$ cat src/hw/op_status_map.vh
// register map constants for the operation condition and self-test block
`ifndef OP_STATUS_MAP_VH
`define OP_STATUS_MAP_VH
`define COND_WIDTH 16
`define COND_RESET 16'h0000
`define COND_CAL_BIT 0
`define COND_SWEEP_BIT 3
`define COND_TEST_BIT 8
`define COND_ABORT_BIT 9
`define COND_USED_MASK 16'h0309
`define ERR_CODE_WIDTH 8
`define ERR_NONE 8'h00
`endif

$ cat src/hw/operation_status_and_selftest.v
// operation condition register, self-test query and trace prefix handling
`timescale 1ns/1ps
`default_nettype none
`include "op_status_map.vh"
module operation_status_and_selftest #(
  parameter ERRW = 8
) (
  input wire clk_sys, // system clock
  input wire sys_rst, // synchronous reset, active high
  input wire calBusy, // calibrate_command operation running
  input wire sweepStart, // begin-acquisition command executes, pulse
  input wire sweepDone, // acquisition completed, pulse
  input wire abortReq, // abort command received, pulse
  input wire abortDone, // abort processing finished, pulse
  input wire condQuery, // condition query, pulse
  input wire testQuery, // full self-test query, pulse
  input wire testDone, // self-test engine finished, pulse
  input wire testFail, // self-test result, valid with testDone
  input wire [ERRW-1:0] testErrCode, // failure detail, valid with testDone
  input wire traceCmd, // waveform command, trace prefix
  input wire dataCmd, // waveform command, data prefix
  output reg [15:0] condData, // query answer
  output reg condValid, // answer strobe, pulse
  output reg testStart, // start pulse to self-test engine
  output reg resultValid, // self-test answer strobe, pulse
  output reg resultPass, // 1 pass, 0 fail
  output reg errPush, // error queue write strobe
  output reg [ERRW-1:0] errCode, // error queue entry
  output reg waveCmd // unified waveform command pulse
);

  // ----------------------------------------
  // local constants
  // ----------------------------------------
  localparam CW = `COND_WIDTH;
  localparam [CW-1:0] USED_MASK = `COND_USED_MASK;
  localparam [CW-1:0] RESET_WORD = `COND_RESET;
  // self-test sequencer states, one-hot
  localparam [1:0] TS_IDLE = 2'h1;
  localparam [1:0] TS_RUN = 2'h2;

  // ----------------------------------------
  // internal state
  // ----------------------------------------
  reg calFlag_r;
  reg [1:0] testState_r;
  reg [1:0] testState_nxt;
  reg [CW-1:0] condWord;
  wire sweepFlag;
  wire abortFlag;
  wire testFlag;
  wire testIdle;
  wire sweepEnd;
  wire testAccept;
  wire testFinish;
  wire testFailed;
  wire waveAny;

  // ----------------------------------------
  // request decode
  // ----------------------------------------
  // abort ends a sweep
  assign sweepEnd = sweepDone || abortReq;
  assign testIdle = (testState_r == TS_IDLE);
  assign testFlag = (testState_r == TS_RUN);
  assign testAccept = testQuery && testIdle;
  // a stray done with no test running is dropped
  assign testFinish = testDone && testFlag;
  assign testFailed = testFinish && testFail;
  assign waveAny = traceCmd || dataCmd;

  // ----------------------------------------
  // activity flags
  // ----------------------------------------
  // tracks calibrate_command activity
  always @(posedge clk_sys) begin
    if (sys_rst) begin
      calFlag_r <= 1'h0;
    end else begin
      calFlag_r <= calBusy;
    end
  end

  op_flag_cell sweep_cell_i (
    .clk_sys(clk_sys),
    .sys_rst(sys_rst),
    .setPulse(sweepStart),
    .clrPulse(sweepEnd),
    .flag_r(sweepFlag)
  );

  op_flag_cell abort_cell_i (
    .clk_sys(clk_sys),
    .sys_rst(sys_rst),
    .setPulse(abortReq),
    .clrPulse(abortDone),
    .flag_r(abortFlag)
  );

  // ----------------------------------------
  // self-test sequencer
  // ----------------------------------------
  // run state is testing flag
  always @* begin
    testState_nxt = testState_r;
    case (testState_r)
      TS_IDLE: begin
        if (testQuery) begin
          testState_nxt = TS_RUN;
        end
      end
      TS_RUN: begin
        if (testDone) begin
          testState_nxt = TS_IDLE;
        end
      end
      default: begin
        // a corrupted state falls back to idle
        testState_nxt = TS_IDLE;
      end
    endcase
  end

  always @(posedge clk_sys) begin
    if (sys_rst) begin
      testState_r <= TS_IDLE;
    end else begin
      testState_r <= testState_nxt;
    end
  end

  // ----------------------------------------
  // condition word
  // ----------------------------------------
  // fixed positions, lsb bit 0
  always @* begin
    condWord = RESET_WORD;
    condWord[`COND_CAL_BIT] = calFlag_r;
    condWord[`COND_SWEEP_BIT] = sweepFlag;
    condWord[`COND_TEST_BIT] = testFlag;
    condWord[`COND_ABORT_BIT] = abortFlag;
    condWord = condWord & USED_MASK;
  end

  // ----------------------------------------
  // condition query answer
  // ----------------------------------------
  always @(posedge clk_sys) begin
    if (sys_rst) begin
      condData <= RESET_WORD;
      condValid <= 1'h0;
    end else begin
      condValid <= condQuery;
      if (condQuery) begin
        condData <= condWord;
      end
    end
  end

  // ----------------------------------------
  // self-test answer
  // ----------------------------------------
  always @(posedge clk_sys) begin
    if (sys_rst) begin
      testStart <= 1'h0;
      resultValid <= 1'h0;
      resultPass <= 1'h0;
    end else begin
      testStart <= testAccept;
      resultValid <= testFinish;
      if (testFinish) begin
        resultPass <= !testFail;
      end
    end
  end

  // ----------------------------------------
  // error queue feed
  // ----------------------------------------
  always @(posedge clk_sys) begin
    if (sys_rst) begin
      errPush <= 1'h0;
      errCode <= {ERRW{1'h0}};
    end else begin
      errPush <= testFailed;
      if (testFailed) begin
        errCode <= testErrCode;
      end
    end
  end

  // ----------------------------------------
  // waveform command merge
  // ----------------------------------------
  // one pulse per cycle with either prefix; trace and data in the same cycle give a single pulse
  always @(posedge clk_sys) begin
    if (sys_rst) begin
      waveCmd <= 1'h0;
    end else begin
      waveCmd <= waveAny;
    end
  end
endmodule

// ----------------------------------------
// set/clear flag cell
// ----------------------------------------
module op_flag_cell (
  input wire clk_sys, // system clock
  input wire sys_rst, // synchronous reset, active high
  input wire setPulse, // raise the flag
  input wire clrPulse, // drop the flag
  output reg flag_r // flag state
);
  always @(posedge clk_sys) begin
    if (sys_rst) begin
      flag_r <= 1'h0;
    end else if (setPulse) begin
      // set wins so a same-cycle end cannot lose a start
      flag_r <= 1'h1;
    end else if (clrPulse) begin
      flag_r <= 1'h0;
    end
  end
endmodule
`default_nettype wire

$ cat config.mk
export PLATFORM = sky130hd
export DESIGN_NAME = operation_status_and_selftest
export DESIGN_NICKNAME = d
export VERILOG_FILES = /design/src/hw/operation_status_and_selftest.v
export VERILOG_INCLUDE_DIRS = /design/src /design/src/hw
export SDC_FILE = /design/constraint.sdc
export NUM_CORES = 1
export LEC_CHECK = 0
export ABC_AREA = 1
export BUFFER_PORTS_ARGS = -buffer_cell sky130_fd_sc_hd__buf_2
export CAP_MARGIN = 20
export CORE_ASPECT_RATIO = 0.8
export CORE_MARGIN = 2
export CORE_UTILIZATION = 38
export CTS_CLUSTER_DIAMETER = 30
export CTS_CLUSTER_SIZE = 14
export DETAILED_ROUTE_END_ITERATION = 6
export PLACE_DENSITY = 0.8
export SETUP_SLACK_MARGIN = 0.15
export SYNTH_ARGS = -nofsm -noshare
export SYNTH_HDL_FRONTEND = slang
export SYNTH_SLANG_ARGS = --single-unit
$ cat constraint.sdc
create_clock -name clk_sys -period 1 [get_ports clk_sys]
set_clock_uncertainty 0.2 [all_clocks]
set_input_delay 0.1 -clock clk_sys [delete_from_list [all_inputs] [get_ports clk_sys]]
set_output_delay 0.1 -clock clk_sys [all_outputs]
set_load 0.005 [all_outputs]
After elaboration in Yosys (flattened, before gate mapping)
Index checks and enable logic that the tools add are counted.
- logic and storage cells: 32
- flip-flop bits (word level): 23
- output and inout bits: 30
- reduce and logical (&&, ||, !) cells: 9
- mux-type cells: 7
- eq/ne operators: 4
- operator list (operator ; count):
    1-bit 2-to-1 mux ; 4
    2-bit 2-to-1 mux ; 2
    2-bit != test, second input constant ; 2
    2-bit one-hot mux with 2 select lines ; 1
    2-bit nonzero test ; 2
    1-bit logical AND ; 3
    2-bit by 1-bit == test with 1-bit output, second input constant ; 1
    2-bit == test, second input constant ; 1
    1-bit logical OR ; 2
    2-bit AND reduction ; 1
    1-bit zero test ; 1

Depth between registers and ports, before layout
- depth in word-level cells: 3
- gate-level depth with buffers: 5

By module
Synthesis repeated with hierarchy kept, for this count alone.
- cell total of the unflattened synthesis: 107
- area total of the unflattened synthesis: 894.6 um2
- by module, submodules not included (module ; instances ; cells an instance ; area an instance (um2)):
    operation_status_and_selftest ; 1 ; 97 ; 814.5
    op_flag_cell ; 2 ; 5 ; 40.0

Worst setup path before layout
No wires, ideal clock.
- path type: register -> register
- start point: reg testState_r[1]
- end point: reg errCode[0]
- path slack: -0.085 ns
- cell stages (with the launch flop): 5
- buffers on the path: 1
- clock period less this slack: 1.085 ns
- data required time: 0.687 ns
- setup time: 0.113 ns
- data arrival time: 0.773 ns
- cell sequence: dfxtp_1 nand4_4 buf_6 nor2_1 nor2_1
- longest elaborated chain between the ends: 3
- RTL lines (element ; RTL line ; RTL):
    start: declaration ; operation_status_and_selftest.v:46 ; reg [1:0] testState_r;
    start signal: assignment ; operation_status_and_selftest.v:128 ; testState_r <= testState_nxt;
    2-bit == test ; operation_status_and_selftest.v:65 ; assign testFlag = (testState_r == TS_RUN);
    1-bit logical AND ; operation_status_and_selftest.v:68 ; assign testFinish = testDone && testFlag;
    1-bit logical AND ; operation_status_and_selftest.v:69 ; assign testFailed = testFinish && testFail;
    end signal: assignment ; operation_status_and_selftest.v:183 ; errCode <= {ERRW{1'h0}};
    end signal: assignment ; operation_status_and_selftest.v:187 ; errCode <= testErrCode;
    end: declaration ; operation_status_and_selftest.v:28 ; output reg [ERRW-1:0] errCode,
Every way passes these cells.
A chain may end at the register's enable or synchronous reset.

Final worst setup path
- start point: reg testState_r[0]
- end point: reg errCode[6]
The elaborated chain is that of the path after synthesis.

==> impl_results.md <==
- Status: finished with violations
- Failing checks: hold timing, setup timing
- Hold WC Path Type: input pin to flop
- Vias in the first global route: 746
- Final Worst Setup Slack: -186.1 ps
- Crit-path cells: inv_8, buf_6, nand4_4, nor2_2, nor2_1
- Total power: 0.001645 W
- Crit Path Class: flop to flop
- Global route overflow: 0
- Die Wd: 59.12 um
- Iteration-0 DRC Markers: 33
- Final setup viols: 33
- Peak Freq: 843.1 MHz
- CTS H-tree depth: 1
- Final cell count without fillers: 200
- Register bit total from synthesis: 23
- Ports: 51
- Post-Syn Area per Cell: 7.569 um^2
- Worst setup EP type: flop
- Final WL: roughly 2400 um
- Hold slack: -203.0 ps
- FF+latch area: 485.5 um^2
- Die area: 2843 um^2
- Synthesis-to-finish area growth: 51.49%
- P per Cell Area: around 1200 nW/um^2
- Seq/Total Area, Yosys: 0.4986
- WHS Path Cells: 3
- Reg2Reg Depth: 5
- CTS tree: done
- Placed Cells: 184
- Worst Path Max Fanout: 4
- Max-Cap Viols: 0
- Router iterations before antenna repair: 6
- WL/cell: roughly 12 um
- Hold Vio Cnt, Final: 21
- Vias per cell: 4.650
- Reg-to-reg slack, setup: -190 ps
- Multi-input gate area: 431.7 um^2
- Nets@finish: 197
- Post-route clock period utilization: 1.186
- Mapped Cells: 122
- Crit path launch type: flop
- Worst reg2reg startpoint: testState_r[0]$_SDFFE_PP1P_
- Fill cell count: 180
- Clk buf depth: 2
- Initial Util: 0.4134
- First-pass GRT wire length: approximately 3100 um
- Global placer's final weighted congestion: 0.7455
- Hpwl dp: 1461 um
- Detailed-route via count: a little over 900
- Worst Path Required: between 1000 and 1500 ps
- DIE HEIGHT: 48.09 um
- Tmin final: 1186 ps
- Largest net degree at the start of global routing: 15
- RSZ-0062 raised after global routing: true
- Max incr delay on CP: roughly 400 ps
- Synthesis Warnings: 0
- Reg2Reg Capture Point: errCode[6]$_SDFFE_PP0P_
- Slowest stage cell, crit path: dfxtp_4
- WHS Endpoint: sweep_cell_i.flag_r$_SDFFE_PP0P_
- Synthesized area: 923.4 um^2
- Root Buffer: clkbuf_4
- Clock sink count: 23
- Std-Cell Rows: 15
- Max Slew Vio Count: 0
- Layout cells sized above 1: 0.4914
- Leakage power: 0.7293 nW
- PortBufs: 38
- Total Routing Usage GR: 0.1473
- Core Box Area: about 2200 um^2
- Clock slew at reported path FFs: about 130 ps
- Worst-skew pair later-pin latency: 310 ps
- Detail Route Antenna Nets: 0
- CTS buffer count: 3
- WP data arrival: 1210 ps
- DRC violations left: 0
- Initial antenna violation count: 0
- Synth cell types: 15
- Max IR drop VDD: 0.8668 mV
- ANT cells: 0
- Fin Setup TNS: -2604 ps
- Min-delay src: sweepStart
## per-stage QoR
stage          area, um^2  setup slack [ps]    util
2_1_floorplan       973.4            -75.29       -
3_3_place_gp         1097            -93.33  0.4913
3_5_place_dp         1097            -158.9  0.4913
4_1_cts              1285            -107.7  0.5754
5_1_grt              1399            -208.5  0.6263
6_report             1399            -186.1  0.6263
## cell usage in the layout (no fill, tap or decap), drive strengths merged
cell	n
nand3	1
nand4	4
clkinvlp	1
buf	47
a21oi	3
inv	18
nor2	35
dfxtp	23
clkbuf	3
nand2	21
dlygate4sd3	3
conb	12
o21ai	4
## per-layer routing
| metal | track usage | part of all wire | vias up |
|---|---|---|---|
| li1 | - | - | 450 |
| met1 | 0.1707 | 0.40 | 431 |
| met2 | 0.2800 | 0.54 | 45 |
| met3 | 0.02653 | 0.049 | 4 |
| met4 | 0.05455 | 0.014 | 0 |
| met5 | 0 | 0 | - |
## what timing repair did
item,in CTS,in global routing
setup endpoints to repair,34,38
buffers inserted,4,2
hold buffers,2,1
hold endpoints to repair,23,23
gates cloned,3,0
pin swaps,4,5
gates resized for setup,25,23
## cells in the mapped netlist
cell	number	share of area
nor2_1	34	0.14
dfxtp_1	23	0.50
nand2_1	21	0.085
inv_1	16	0.065
buf_4	13	0.11
o21ai_0	4	0.022
a21oi_1	2	0.011
inv_2	2	0.0081
a21oi_2	1	0.0095
buf_2	1	0.0054
buf_6	1	0.012
conb_1	1	0.0041
nand3_1	1	0.0054
nand4_4	1	0.023
nor2_2	1	0.0068
## where the power goes
group	switching [W]	leakage, nW	internal [W]
combinational	0.000122	0.520	0.000108
sequential	0.0000255	0.195	0.000952
clock	0.000285	0.0139	0.000152
## cell type report
cell class                 instances  share of cell area
clock buffer                       3             0.01610
clock inverter                     1            0.005367
inverter                          18             0.05546
multi-input combinational         80              0.3086
sequential                        23              0.3470
tap                               25             0.02236
timing repair buffer              50              0.2451
## registers in the layout, summed over array words and instances (netlist names)
name and flops:
testStart 1, errCode 8, errPush 1, condData 4
waveCmd 1, calFlag_r 1, sweep_cell_i.flag_r 1, testState_r 2
resultPass 1, resultValid 1, abort_cell_i.flag_r 1, condValid 1
## worst max path at each step
| stage | from | end | cells after the start |
|---|---|---|---|
| after floorplan | testState_r[0]$_SDFFE_PP1P_ | errCode[0]$_SDFFE_PP0P_ | 5 |
| after global placement | testState_r[0]$_SDFFE_PP1P_ | errCode[3]$_SDFFE_PP0P_ | 4 |
| after detailed placement | testState_r[0]$_SDFFE_PP1P_ | errCode[0]$_SDFFE_PP0P_ | 4 |
| after CTS | testState_r[1]$_SDFFE_PP0P_ | errCode[3]$_SDFFE_PP0P_ | 5 |
| after global routing | testState_r[0]$_SDFFE_PP1P_ | errCode[0]$_SDFFE_PP0P_ | 5 |
| final | testState_r[0]$_SDFFE_PP1P_ | errCode[6]$_SDFFE_PP0P_ | 5 |
## worst max-delay path, delay by kind of cell, from the launching register on
family	cells	cell delay [ps]
simple gates	3	320
buf+inv	2	180
flops	1	400
## cell families after synthesis
group                  Yosys count  synth area share
and+or+nand+nor                 58            0.2588
DFF                             23            0.4986
AOI/OAI and AO/OA                7           0.04201
buffers and inverters           33            0.1965
other                            1          0.004061
Power figures use the tool's default switching activity.
